**src/rtl/mrw_pkg.sv**
```systemverilog
// constants, entry layout and state codes for the register write handler
// assumes byte framing and the end-of-frame gap come from a uart outside
package mrw_pkg;
  // function and address codes on the wire
  localparam logic [7:0] FN_SINGLE = 8'h06;
  localparam logic [7:0] FN_DIAG = 8'h08;
  localparam logic [7:0] FN_MULTI = 8'h10;
  localparam logic [7:0] BCAST_ADDR = 8'h00;
  localparam logic [15:0] SUB_ECHO = 16'h0000;
  localparam logic [15:0] MAX_REGS = 16'h007D;
  localparam logic [7:0] BC_MIN = 8'h02;
  localparam logic [7:0] BC_MAX = 8'hFA;
  // crc-16 seed, reflected polynomial and residue of a clean frame
  localparam logic [15:0] CRC_INIT = 16'hFFFF;
  localparam logic [15:0] CRC_POLY = 16'hA001;
  localparam logic [15:0] CRC_GOOD = 16'h0000;
  // read-only holding areas (monitor and fault history), field values
  localparam logic [15:0] MON_FIRST = 16'h00C8;
  localparam logic [15:0] MON_LAST = 16'h01F3;
  localparam logic [15:0] FLT_FIRST = 16'h01F4;
  localparam logic [15:0] FLT_LAST = 16'h01FF;
  // byte positions and lengths within a frame
  localparam logic [8:0] POS_SINGLE_LO = 9'h005;
  localparam logic [8:0] POS_DATA_HI = 9'h007;
  localparam logic [8:0] POS_FIRST_LO = 9'h008;
  localparam logic [8:0] FRAME_SHORT = 9'h008;
  localparam logic [8:0] FRAME_MULTI_HDR = 9'h009;
  localparam logic [8:0] IDX_MAX = 9'h1FF;
  localparam logic [3:0] ECHO_HDR = 4'h6;
  localparam logic [3:0] RESP_LEN = 4'h8;
  // write stream entry kinds
  localparam int KIND_W = 2;
  localparam logic [KIND_W-1:0] KIND_DATA = 2'h0;
  localparam logic [KIND_W-1:0] KIND_COMMIT = 2'h1;
  localparam logic [KIND_W-1:0] KIND_ABORT = 2'h2;
  localparam int FIFO_DEPTH = 8;

  typedef struct packed {
    logic [KIND_W-1:0] kind;
    logic [15:0] addr;
    logic [15:0] data;
  } mrw_entry_type;

  localparam int ENTRY_W = $bits(mrw_entry_type);

  typedef enum logic [1:0] {
    ST_RECV = 2'b00,
    ST_CLOSE = 2'b01,
    ST_SEND = 2'b10
  } mrw_state_type;
endpackage

```
**src/rtl/mrw_push_if.sv**
```systemverilog
// valid/ready carrier between the frame parser and the write queue
// assumes both ends share core_clk
`timescale 1ns/1ns
`default_nettype none

interface mrw_push_if #(parameter int WIDTH = 8);
  logic valid;
  logic ready;
  logic [WIDTH-1:0] data;
  modport src(output valid, output data, input ready);
  modport snk(input valid, input data, output ready);
endinterface

`default_nettype wire

```
**src/rtl/mrw_handler.sv**
```systemverilog
// holding-register write handler: parses rtu frames, queues writes, echoes replies
// assumes an external uart delivering bytes, an end-of-frame pulse and line errors
`timescale 1ns/1ns
`default_nettype none

////////////////////////////////////////////////////////////////////////////////
module mrw_handler (
  input wire logic core_clk,
  input wire logic arst_n,
  input wire logic [7:0] ownAddr,
  input wire logic rxValid,
  input wire logic [7:0] rxByte,
  input wire logic rxEnd,
  input wire logic rxErr,
  output logic rxReady,
  output logic txValid,
  output logic [7:0] txByte,
  input wire logic txReady,
  output logic wrValid,
  output logic [mrw_pkg::KIND_W-1:0] wrKind,
  output logic [15:0] wrAddr,
  output logic [15:0] wrData,
  input wire logic wrReady,
  output logic frameDrop
);
  import mrw_pkg::*;

  mrw_state_type state;
  mrw_state_type next_state;
  logic [7:0] bytes [8];
  logic [8:0] idx;
  logic [7:0] hiByte;
  logic [6:0] wordIdx;
  logic anyOk;
  logic pushed;
  logic frameBad;
  logic replyPend;
  logic pushValid;
  mrw_entry_type pushData;
  mrw_entry_type fifoData;
  logic [3:0] sendCnt;
  logic [2:0] txPos;
  logic [15:0] rxCrc;
  logic [15:0] txCrc;

  mrw_push_if #(.WIDTH(ENTRY_W)) pushBus ();

  function automatic logic writable(input logic [15:0] a);
    return !(((a >= MON_FIRST) && (a <= MON_LAST)) || ((a >= FLT_FIRST) && (a <= FLT_LAST)));
  endfunction

  ////////////////////////////////////////////////////////////////////////////////
  // header decode, valid once the matching bytes are in
  wire logic take = rxValid && rxReady;
  wire logic endTake = rxEnd && rxReady;
  wire logic [7:0] fnCode = bytes[1];
  wire logic isMine = (bytes[0] == ownAddr);
  wire logic isBcast = (bytes[0] == BCAST_ADDR);
  wire logic [15:0] fieldA = {bytes[2], bytes[3]};
  wire logic [15:0] fieldB = {bytes[4], bytes[5]};
  wire logic [7:0] byteCnt = bytes[6];
  wire logic cntOk = (fieldB != 16'h0000) && (fieldB <= MAX_REGS);
  wire logic bcOk = (byteCnt >= BC_MIN) && (byteCnt <= BC_MAX)
    && ({8'h00, byteCnt} == {fieldB[14:0], 1'b0});
  wire logic hdrMulti = (fnCode == FN_MULTI) && cntOk && bcOk && (isMine || isBcast);

  ////////////////////////////////////////////////////////////////////////////////
  // word assembly; a word is queued as its low byte arrives
  // single write data completes at byte five
  wire logic lowSingle = take && (idx == POS_SINGLE_LO) && (fnCode == FN_SINGLE)
    && (isMine || isBcast);
  wire logic lowMulti = take && (idx >= POS_FIRST_LO) && !idx[0] && hdrMulti
    && (16'(wordIdx) < fieldB);
  // high byte latched, then low byte
  wire logic [15:0] wordAddr = lowSingle ? fieldA : fieldA + 16'(wordIdx);
  wire logic [15:0] wordData = {lowSingle ? bytes[4] : hiByte, rxByte};
  // read-only areas never reach the queue
  wire logic wordGo = (lowSingle || lowMulti) && writable(wordAddr);

  ////////////////////////////////////////////////////////////////////////////////
  // end-of-frame verdict
  // any diagnosis data value passes
  // diagnosis only when addressed to us
  wire logic fnOk = ((fnCode == FN_SINGLE) && (idx == FRAME_SHORT) && anyOk)
    || ((fnCode == FN_DIAG) && (idx == FRAME_SHORT) && (fieldA == SUB_ECHO) && isMine)
    || (hdrMulti && (idx == FRAME_MULTI_HDR + 9'(byteCnt)) && anyOk);
  // line errors and crc mismatch kill the frame
  wire logic frameGood = !(frameBad || rxErr) && (rxCrc == CRC_GOOD) && fnOk
    && (isMine || isBcast);
  wire logic replyGo = frameGood && !isBcast;

  wire logic pushDone = pushValid && pushBus.ready;
  wire logic closeGo = endTake && pushed;
  wire logic next_pushValid = wordGo || closeGo || (pushValid && !pushBus.ready);
  wire logic canLoad = !txValid || txReady;
  wire logic loadByte = (state == ST_SEND) && canLoad && (sendCnt != RESP_LEN);
  // header bytes, then crc made here
  wire logic [7:0] txNext = (sendCnt < ECHO_HDR) ? bytes[sendCnt[2:0]]
    : (sendCnt == ECHO_HDR) ? txCrc[7:0] : txCrc[15:8];

  assign pushBus.valid = pushValid;
  assign pushBus.data = pushData;
  assign wrKind = fifoData.kind;
  assign wrAddr = fifoData.addr;
  assign wrData = fifoData.data;

  ////////////////////////////////////////////////////////////////////////////////
  // sequencing: receive, close the write group, send the reply
  always_comb begin
    next_state = state;
    case (state)
      ST_RECV: begin
        if (endTake) begin
          next_state = pushed ? ST_CLOSE : (replyGo ? ST_SEND : ST_RECV);
        end
      end
      ST_CLOSE: begin
        if (pushDone) begin
          next_state = replyPend ? ST_SEND : ST_RECV;
        end
      end
      ST_SEND: begin
        if (canLoad && (sendCnt == RESP_LEN)) begin
          next_state = ST_RECV;
        end
      end
      default: next_state = ST_RECV;
    endcase
  end

  // rxReady low while sending or a word waits, so nothing is ever lost
  always_ff @(posedge core_clk or negedge arst_n) begin
    if (!arst_n) begin
      state <= ST_RECV;
      rxReady <= 1'b0;
      frameDrop <= 1'b0;
    end else begin
      state <= next_state;
      rxReady <= (next_state == ST_RECV) && !next_pushValid;
      frameDrop <= endTake && !frameGood;
    end
  end

  // first eight bytes kept for decode and echo
  always_ff @(posedge core_clk or negedge arst_n) begin
    if (!arst_n) begin
      for (int i = 0; i < 8; i++) begin
        bytes[i] <= 8'h00;
      end
    end else if (take && !endTake && (idx < FRAME_SHORT)) begin
      bytes[idx[2:0]] <= rxByte;
    end
  end

  // frame position, word tracking, error stickiness (end-of-frame clear beats error set)
  always_ff @(posedge core_clk or negedge arst_n) begin
    if (!arst_n) begin
      idx <= '0;
      hiByte <= 8'h00;
      wordIdx <= '0;
      anyOk <= 1'b0;
      pushed <= 1'b0;
      frameBad <= 1'b0;
      replyPend <= 1'b0;
    end else if (endTake) begin
      idx <= '0;
      wordIdx <= '0;
      anyOk <= 1'b0;
      pushed <= 1'b0;
      frameBad <= 1'b0;
      replyPend <= replyGo;
    end else begin
      frameBad <= frameBad || rxErr;
      if (take) begin
        idx <= (idx == IDX_MAX) ? idx : idx + 9'h001;
        hiByte <= ((idx >= POS_DATA_HI) && idx[0]) ? rxByte : hiByte;
        wordIdx <= lowMulti ? wordIdx + 7'h01 : wordIdx;
        anyOk <= anyOk || wordGo;
        pushed <= pushed || wordGo;
      end
    end
  end

  // writes queued even for broadcast, closed by commit or abort
  always_ff @(posedge core_clk or negedge arst_n) begin
    if (!arst_n) begin
      pushValid <= 1'b0;
      pushData <= '0;
    end else begin
      pushValid <= next_pushValid;
      if (wordGo) begin
        pushData <= '{kind: KIND_DATA, addr: wordAddr, data: wordData};
      end else if (closeGo) begin
        pushData <= '{kind: frameGood ? KIND_COMMIT : KIND_ABORT, addr: fieldA, data: 16'h0000};
      end
    end
  end

  // reply bytes one at a time under txReady
  // diagnosis echo equals query since the crc is recomputed over the same bytes
  always_ff @(posedge core_clk or negedge arst_n) begin
    if (!arst_n) begin
      txValid <= 1'b0;
      txByte <= 8'h00;
      sendCnt <= '0;
      txPos <= '0;
    end else if (state != ST_SEND) begin
      sendCnt <= '0;
    end else if (loadByte) begin
      txValid <= 1'b1;
      txByte <= txNext;
      txPos <= sendCnt[2:0];
      sendCnt <= sendCnt + 4'h1;
    end else if (canLoad) begin
      txValid <= 1'b0;
    end
  end

  ////////////////////////////////////////////////////////////////////////////////
  // crc check of the incoming frame, crc build of the reply
  mrw_crc rxCheck (
    .core_clk(core_clk),
    .arst_n(arst_n),
    .clr((state != ST_RECV) || endTake),
    .en(take),
    .din(rxByte),
    .crc(rxCrc)
  );

  mrw_crc txGen (
    .core_clk(core_clk),
    .arst_n(arst_n),
    .clr(state != ST_SEND),
    .en(loadByte && (sendCnt < ECHO_HDR)),
    .din(txNext),
    .crc(txCrc)
  );

  // queue decouples slow register writes from the serial line
  mrw_fifo #(.WIDTH(ENTRY_W), .DEPTH(FIFO_DEPTH)) wrQueue (
    .core_clk(core_clk),
    .arst_n(arst_n),
    .inPort(pushBus),
    .outValid(wrValid),
    .outData(fifoData),
    .outReady(wrReady)
  );
endmodule

`default_nettype wire

```
**src/rtl/mrw_crc.sv**
```systemverilog
// byte-wide crc-16 accumulator, reflected, seeded on clear
// assumes clr and en are never needed in the same cycle (clr wins)
`timescale 1ns/1ns
`default_nettype none

module mrw_crc (
  input wire logic core_clk,
  input wire logic arst_n,
  input wire logic clr,
  input wire logic en,
  input wire logic [7:0] din,
  output logic [15:0] crc
);
  import mrw_pkg::*;

  // eight shift steps per byte, lsb first
  function automatic logic [15:0] step(input logic [15:0] c, input logic [7:0] d);
    logic [15:0] r;
    r = c ^ {8'h00, d};
    for (int i = 0; i < 8; i++) begin
      r = r[0] ? ((r >> 1) ^ CRC_POLY) : (r >> 1);
    end
    return r;
  endfunction

  always_ff @(posedge core_clk or negedge arst_n) begin
    if (!arst_n) begin
      crc <= CRC_INIT;
    end else if (clr) begin
      crc <= CRC_INIT;
    end else if (en) begin
      crc <= step(crc, din);
    end
  end
endmodule

`default_nettype wire

```
**src/rtl/mrw_fifo.sv**
```systemverilog
// queue with a registered output stage; DEPTH must be a power of two
// assumes the consumer holds outReady as it likes; fills honestly
`timescale 1ns/1ns
`default_nettype none

module mrw_fifo #(
  parameter int WIDTH = 8,
  parameter int DEPTH = 8
) (
  input wire logic core_clk,
  input wire logic arst_n,
  mrw_push_if.snk inPort,
  output logic outValid,
  output logic [WIDTH-1:0] outData,
  input wire logic outReady
);
  localparam int AW = $clog2(DEPTH);

  logic [WIDTH-1:0] mem [DEPTH];
  logic [AW-1:0] wrPtr;
  logic [AW-1:0] rdPtr;
  logic [AW:0] count;

  // full stalls the parser, which stalls the uart
  wire logic doPush = inPort.valid && inPort.ready;
  wire logic doPop = (count != '0) && (!outValid || outReady);
  assign inPort.ready = (count != (AW+1)'(DEPTH));

  // storage needs no reset, it is only read behind count
  always_ff @(posedge core_clk) begin
    if (doPush) begin
      mem[wrPtr] <= inPort.data;
    end
  end

  always_ff @(posedge core_clk or negedge arst_n) begin
    if (!arst_n) begin
      wrPtr <= '0;
      rdPtr <= '0;
      count <= '0;
    end else begin
      wrPtr <= doPush ? wrPtr + AW'(1) : wrPtr;
      rdPtr <= doPop ? rdPtr + AW'(1) : rdPtr;
      count <= count + (AW+1)'(doPush) - (AW+1)'(doPop);
    end
  end

  // output stage keeps the head in a flop
  always_ff @(posedge core_clk or negedge arst_n) begin
    if (!arst_n) begin
      outValid <= 1'b0;
      outData <= '0;
    end else if (doPop) begin
      outValid <= 1'b1;
      outData <= mem[rdPtr];
    end else if (outReady) begin
      outValid <= 1'b0;
    end
  end
endmodule

`default_nettype wire

```
**config.mk**
```make
export PLATFORM = sky130hd
export DESIGN_NAME = mrw_handler
export DESIGN_NICKNAME = d
export VERILOG_FILES = /design/src/rtl/mrw_pkg.sv /design/src/rtl/mrw_push_if.sv /design/src/rtl/mrw_handler.sv /design/src/rtl/mrw_crc.sv /design/src/rtl/mrw_fifo.sv
export SDC_FILE = /design/constraint.sdc
export NUM_CORES = 1
export LEC_CHECK = 0
export BUFFER_PORTS_ARGS = -buffer_cell sky130_fd_sc_hd__buf_2
export CAP_MARGIN = 20
export CELL_PAD_IN_SITES_DETAIL_PLACEMENT = 0
export CELL_PAD_IN_SITES_GLOBAL_PLACEMENT = 1
export CORE_AREA = 4 4 351 215
export CTS_CLUSTER_DIAMETER = 200
export CTS_CLUSTER_SIZE = 16
export DETAILED_ROUTE_END_ITERATION = 7
export DIE_AREA = 0 0 355 219
export PLACE_DENSITY = 0.54
export SLEW_MARGIN = 0
export SYNTH_ARGS = -nofsm -noshare
export SYNTH_HDL_FRONTEND = slang
export SYNTH_SLANG_ARGS = --single-unit
```
**constraint.sdc**
```tcl
create_clock -name core_clk -period 5.4 [get_ports core_clk]
set_clock_uncertainty 0.15 [all_clocks]
set_input_delay 1.08 -clock core_clk [delete_from_list [all_inputs] [get_ports core_clk]]
set_output_delay 1.08 -clock core_clk [all_outputs]
set_load 0.005 [all_outputs]
```
* After elaboration in Yosys (flattened, before gate mapping)
Memories as Yosys holds them, arrays and structs flattened. A register that Yosys moved wholly into a read port is not among the register bits.
Index checks and enable logic that the tools add are counted.
** Operators by class
- Reduce and logical (&&, ||, !) cells :: 88
- Multipliers :: 0
- Add/subtract/negate cells :: 9
- Bitwise gates (word level) :: 22
- Shift operators :: 0
- Equality and inequality tests :: 17
- Div/mod/pow operators :: 0
- $lt $le $gt $ge :: 15
- Muxes and demuxes :: 59
** Operator list (number)
- 16-bit 2-to-1 mux :: 21
- 34-bit 2-to-1 mux :: 2
- 64-bit bitwise mux :: 1
- 8-bit 2-to-1 mux :: 6
- 2-bit NOT with 3-bit output :: 16
- 1-bit logical AND :: 43
- 16-bit by 9-bit less-or-equal comparator with 1-bit output (second input constant) :: 2
- 16-bit zero test :: 2
- 16-bit by 8-bit XOR with 16-bit output :: 2
- 9-bit 2-to-1 mux :: 3
- 8-bit binary-select mux with 3-bit select :: 1
- 8-bit demux with 3-bit select :: 1
- 7-bit 2-to-1 mux :: 3
- 2-bit nonzero test :: 9
- 16-bit by 7-bit adder with 16-bit output :: 1
- 8-bit by 16-bit equality test with 1-bit output :: 1
- 16-bit by 8-bit >= comparator with 1-bit output (second input constant) :: 1
- 16-bit by 9-bit >= comparator with 1-bit output (second input constant) :: 1
- 16-bit by 7-bit less-or-equal comparator with 1-bit output (second input constant) :: 1
- 7-bit by 16-bit less-than comparator with 1-bit output :: 1
- 16-bit nonzero test :: 1
- 2-bit 2-to-1 mux :: 7
- 1-bit logical OR :: 13
- 1-bit zero test :: 11
- other kinds (39) :: 60
** Word-level totals
- RAM bits :: 272
- Latch bits :: 0
- Output and inout port bits :: 46
- Input port bits :: 23
- Bits in read-only memories :: 0
- Memories :: 1
- Register bits after elaboration :: 187
** Memories
- wrQueue.mem :: words 8, width 34, read ports 1, clocked after memory_dff 1, write ports 1, line mrw_fifo.sv:19 : logic [WIDTH-1:0] mem [DEPTH];

* Depth between registers and ports, before layout
- Depth after elaboration :: 24
- Mapped depth :: 14
- Depth with buffers taken out :: 13

* Modules after synthesis
A second synthesis with hierarchy kept.
** Unflattened totals
- Cells, all modules :: 1659
- Area, all modules :: 22311.4 sq um
** By module, submodules not included
- mrw_fifo :: instances 1, area each 12444.4 sq um, sequential area each 9293.9 sq um, cells an instance 680
- mrw_handler :: instances 1, area each 8077.7 sq um, sequential area each 3403.3 sq um, cells an instance 807
- mrw_crc :: instances 2, area each 894.6 sq um, sequential area each 420.4 sq um, cells an instance 86

* Least setup slack after synthesis
No wires, ideal clock.
- Path type :: reg2reg
- From :: register wrQueue.count[2]
- To :: memory wrQueue.mem[0][0] (netlist name) (enable)
- Data arrival time :: 4.009 ns
- Library setup time :: 0.510 ns
- Buffers on the path :: 0
- Cell stages (with the launch flop) :: 6
- Required time :: 4.740 ns
- Path slack :: 0.731 ns
- Period minus slack after synthesis :: 4.669 ns
- Cell sequence :: dfrtp_1 -> inv_1 -> ha_1 -> nand2_1 -> nand2_1 -> nor4_1
** Between the ends
- Cells in the longest elaborated chain, start to end :: 4
** Ends and longest elaborated chain
- start, declared :: line mrw_fifo.sv:22 : logic [AW:0] count;
- start signal, assigned :: line mrw_fifo.sv:44 : count <= count + (AW+1)'(doPush) - (AW+1)'(doPop);
- 4-bit != test :: line mrw_fifo.sv:27 : assign inPort.ready = (count != (AW+1)'(DEPTH));
- 1-bit logical AND :: line mrw_fifo.sv:25 : wire logic doPush = inPort.valid && inPort.ready;
- 1-bit 2-to-1 mux :: line mrw_fifo.sv:31 : if (doPush) begin
- 1-bit 2-to-1 mux (not written as such) :: line mrw_fifo.sv:32 : mem[wrPtr] <= inPort.data;
- end, declared :: line mrw_fifo.sv:19
Every way passes these cells.

* Final worst setup path
- From :: register bytes[58] (netlist name)
- To :: register pushData (netlist bit pushBus.data[29])
** Between the ends
- Cells in the longest elaborated chain, start to end :: 10
** Ends and longest elaborated chain
- start, declared :: line mrw_handler.sv:30 : logic [7:0] bytes [8];
- start signal, assigned by index :: line mrw_handler.sv:151 : bytes[idx[2:0]] <= rxByte;
- 8-bit equality test / 8-bit zero test (equally long branches) :: line mrw_handler.sv:57, mrw_handler.sv:58
- 1-bit logical OR * :: line mrw_handler.sv:65, mrw_handler.sv:71
- 1-bit logical AND :: line mrw_handler.sv:71 : && (isMine || isBcast);
- 16-bit 2-to-1 mux :: line mrw_handler.sv:75 : wire logic [15:0] wordAddr = lowSingle ? fieldA : fieldA + 16'(wordIdx);
- 16-bit by 8-bit >= comparator with 1-bit output, or another cell as far along :: line mrw_handler.sv:49 : return !(((a >= MON_FIRST) && (a <= MON_LAST)) || ((a >= FLT_FIRST) && (a <= FLT_LAST)));
- 1-bit logical AND :: line mrw_handler.sv:49
- 1-bit logical OR :: line mrw_handler.sv:49
- 1-bit zero test :: line mrw_handler.sv:49
- 1-bit logical AND :: line mrw_handler.sv:78 : wire logic wordGo = (lowSingle || lowMulti) && writable(wordAddr);
- 34-bit 2-to-1 mux / 2-bit nonzero test (equally long branches)
- end signal, assigned :: line mrw_handler.sv:192 : pushData <= '{kind: KIND_DATA, addr: wordAddr, data: wordData};
- end signal, assigned :: line mrw_handler.sv:194 : pushData <= '{kind: frameGood ? KIND_COMMIT : KIND_ABORT, addr: fieldA, data: 16'h0000};
- end, declared :: line mrw_handler.sv:39 : mrw_entry_type pushData;
Mark *: on every way between the ends. The rest lies on a longest branch, timed or not.
A chain may end at the register's enable or synchronous reset.

==> insert_results.sql <==
INSERT INTO impl_metrics (metric_group, metric, value, unit) VALUES
('layout', 'layout-area-overhead-vs-synth', '12.1', '%'),
('drt', 'drt_first_pass_iters', '5', ''),
('layout', 'final_common_cell', 'edfxtp_1', ''),
('worst_hold_path', 'min-delay-path-class', 'input pin to asynchronous set/reset pin', ''),
('drt', 'viasPerCell', '4.92', ''),
('setup_path', 'r2r_path_end', 'pushBus.data[29]$_DFFE_PN0P_', ''),
('drt', 'wl', '55.6', 'mm'),
('clock_tree', 'cts-htree-levels', '2', ''),
('synthesis', 'muxShareOfSynthArea', '0.142', ''),
('layout', 'final.fill_count', '7139', ''),
('synthesis', 'syn_inst', '1500', ''),
('pwr', 'power_density', '446', 'nW/um^2'),
('clock_tree', 'cts.clk_slew.worst_paths', '90', 'ps'),
('layout', 'antennaDiodeCount', '0', ''),
('status', 'run_status', 'finished, final reports clean', ''),
('clock_tree', 'num_cts_buffers', '36', ''),
('placed_design', 'place.detailed.instances', '2501', ''),
('floorplan', 'die_area', '77700', 'um^2'),
('setup_path', 'crit_path_start', 'bytes[58]$_DFFE_PN0P_', ''),
('synthesis', 'yosys.area_share.adder', '0.0199', ''),
('layout', 'post_route_cells_drive_above_1_share', '0.225', ''),
('clock_tree', 'post_cts.resized_instances', '0', ''),
('synthesis', 'asyncSetResetFlopFracSynth', '0.439', ''),
('synthesis', 'xor_and_xnor_fraction_of_the_mapped_netlist_area', '0.0367', ''),
('clock_tree', 'tritoncts', 'yes', ''),
('global_routing', 'grt_util_all_layers', '0.143', ''),
('sta', 'min_period', '4360', 'ps'),
('setup_path', 'critPathSlowestCell', 'a211oi_1', ''),
('placed_design', 'buffer_ports.inserted', '68', ''),
('global_routing', 'grt_pass1_vias', '12800', ''),
('synthesis', 'synth_seq_cells', '485', ''),
('clock_tree', 'cts.path.max_buffers', '3', ''),
('floorplan', 'die-width', '355', 'um'),
('sta', 'final.period_utilization', '0.808', ''),
('floorplan', 'floorplan.initialDensity', '0.295', ''),
('global_routing', 'globalRoute.totalOverflow', '0', ''),
('run', 'max_cap_viol_count', '0', ''),
('sta', 'timing.final.max_slew_violations', '0', ''),
('placed_design', 'gp_congestion', '0.790', ''),
('setup_path', 'worst_setup_path_start_kind', 'flip-flop', ''),
('synthesis', 'ys.warnings.count', '0', ''),
('synthesis', 'synth-edff-count', '272', ''),
('pwr', 'peakVddDrop', '0.000377', 'V'),
('sta', 'max_clock_freq', '0.229', 'GHz'),
('setup_path', 'worst-path-max-fanout', '10', ''),
('layout', 'finalNonFillerCells', '2566', ''),
('synthesis', 'simple_logic_cell_fraction_of_the_synthesized_area', '0.0847', ''),
('setup_path', 'ff2ff_setup_slack', '1040', 'ps'),
('sta', 'worst_pin_slew', '1150', 'ps'),
('sta', 'final_setup_tns', '0', 'ps'),
('floorplan', 'core_region_area', '72600', 'um^2'),
('synthesis', 'synth.cell_area', '21500', 'um^2'),
('placed_design', 'dp_worst_setup_slack', '720', 'ps'),
('clock_tree', 'clock_sink_count', '485', ''),
('setup_path', 'r2r_cells', '10', ''),
('layout', 'top_library_cells_by_usage_in_the_layout_fill_and_taps_aside', '272 x edfxtp_1, 178 x dfrtp_1, 116 x nor2_1', ''),
('clock_tree', 'cts_root_buffer_type', 'clkbuf_16', ''),
('clock_tree', 'holdBufCountCts', '0', ''),
('drt', 'num_vias', '12600', ''),
('floorplan', 'fp-row-count', '77', ''),
('synthesis', 'synth-compound-area-share', '0.0648', ''),
('layout', 'num-nets-final', '1608', ''),
('global_routing', 'global_route_wire_length_before_repair', '84.3', 'mm'),
('setup_path', 'setup.worst_path.end', 'pushBus.data[29]$_DFFE_PN0P_', ''),
('pwr', 'total_leakage_power', '9.41', 'nW'),
('sta', 'setup_viol_count_final', '0', ''),
('setup_path', 'endpoint_kind', 'flip-flop', ''),
('setup_path', 'worstReg2RegStart', 'bytes[58]$_DFFE_PN0P_', ''),
('sta', 'rsz_0062_raised_after_global_routing', 'false', ''),
('setup_path', 'timing.critical_path.cells', 'or4_1 > nor2_1 > a21oi_1 > o22ai_1 > nor3_1 > o31ai_4 > nor3_4 > a211oi_1 > a211oi_1 > nor3_1', ''),
('synthesis', 'ys_seq_area_frac', '0.631', '');
[power breakdown]
part | switching (W) | total (W) | internal, W
logic | 0.00163 | 0.00314 | 0.00151
clock network | 0.00132 | 0.00260 | 0.00127
registers | 0.000691 | 0.00500 | 0.00431
[worst min path at each step]
stage | start | end | slack (ps)
floorplan | frameBad$_DFF_PN0_ | frameBad$_DFF_PN0_ | 300
global placement | replyPend$_DFFE_PN0P_ | replyPend$_DFFE_PN0P_ | 320
detailed placement | replyPend$_DFFE_PN0P_ | replyPend$_DFFE_PN0P_ | 320
CTS | replyPend$_DFFE_PN0P_ | replyPend$_DFFE_PN0P_ | 340
global route | replyPend$_DFFE_PN0P_ | replyPend$_DFFE_PN0P_ | 350
finish | arst_n | wrQueue.outData[7]$_DFFE_PN0P_ | 340
[critical path, delay by kind of cell, from the launching register on]
| kind | cells | cell delay (ps) |
|---|---|---|
| AO/OA/AOI/OAI | 5 | 2100 |
| flip-flops | 1 | 450 |
| AND/OR/NAND/NOR | 5 | 1590 |
[cell type report]
class	instances	area (um^2)	area share
Clock inverter	3	41.3	0.00172
Multi-Input combinational cell	902	7540	0.314
Sequential cell	485	13500	0.563
Tap cell	987	1230	0.0513
Clock buffer	62	998	0.0415
Timing Repair Buffer	95	566	0.0235
Inverter	32	120	0.00499
[registers in the layout, summed over array words and instances (netlist names), 4 cells and up]
name	cells
wrQueue.mem	272
bytes	40
idx	9
sendCnt	4
wrQueue.count	4
byteCnt	8
hiByte	8
rxCheck.crc	16
txGen.crc	16
wordIdx	7
pushBus.data	34
fnCode	8
wrQueue.outData	34
txByte	8
[stage by stage]
stage	instance area [um^2]	util	hold WS, ps
final	24000	0.331	337
after global routing	24000	0.331	353
after CTS	24000	0.331	339
after detailed placement	23000	0.317	318
after global placement	23000	0.317	316
after floorplan	21500	-	298
[per-layer routing]
metal  vias up  track usage  share of wire
li1       5742            -              -
met1      6604        0.223           0.52
met2       231        0.208           0.43
met3        52       0.0231          0.040
met4         0       0.0301          0.016
met5         -            0              0
[cells in the mapped netlist (9+ instances only)]
library cell	count	area [um^2]
and3_1	18	113
a21oi_1	71	355
nand3_1	24	120
and2_1	9	56.3
xor2_1	36	315
o21ai_0	35	175
o22a_1	15	131
mux2i_1	43	430
nand2_1	70	263
mux4_2	76	1710
clkbuf_1	66	248
a211oi_1	11	82.6
nor4_1	19	119
ha_1	31	388
edfxtp_1	272	8170
xnor2_1	54	473
nand4_1	12	75.1
mux2_2	81	912
nor2b_1	17	106
dfstp_2	32	841
buf_1	10	37.5
dfrtp_1	181	4530
inv_1	32	120
nor2_1	119	447
nor3_1	53	265
[cell families after synthesis]
logic type               count (synthesis)
AO/OA/AOI/OAI                          206
XOR/XNOR                                90
adder cells (fa/ha/maj)                 33
buffers and inverters                  113
flip-flops                             485
multiplexers                           200
AND/OR/NAND/NOR                        373
(Power assumes the default switching activity.)
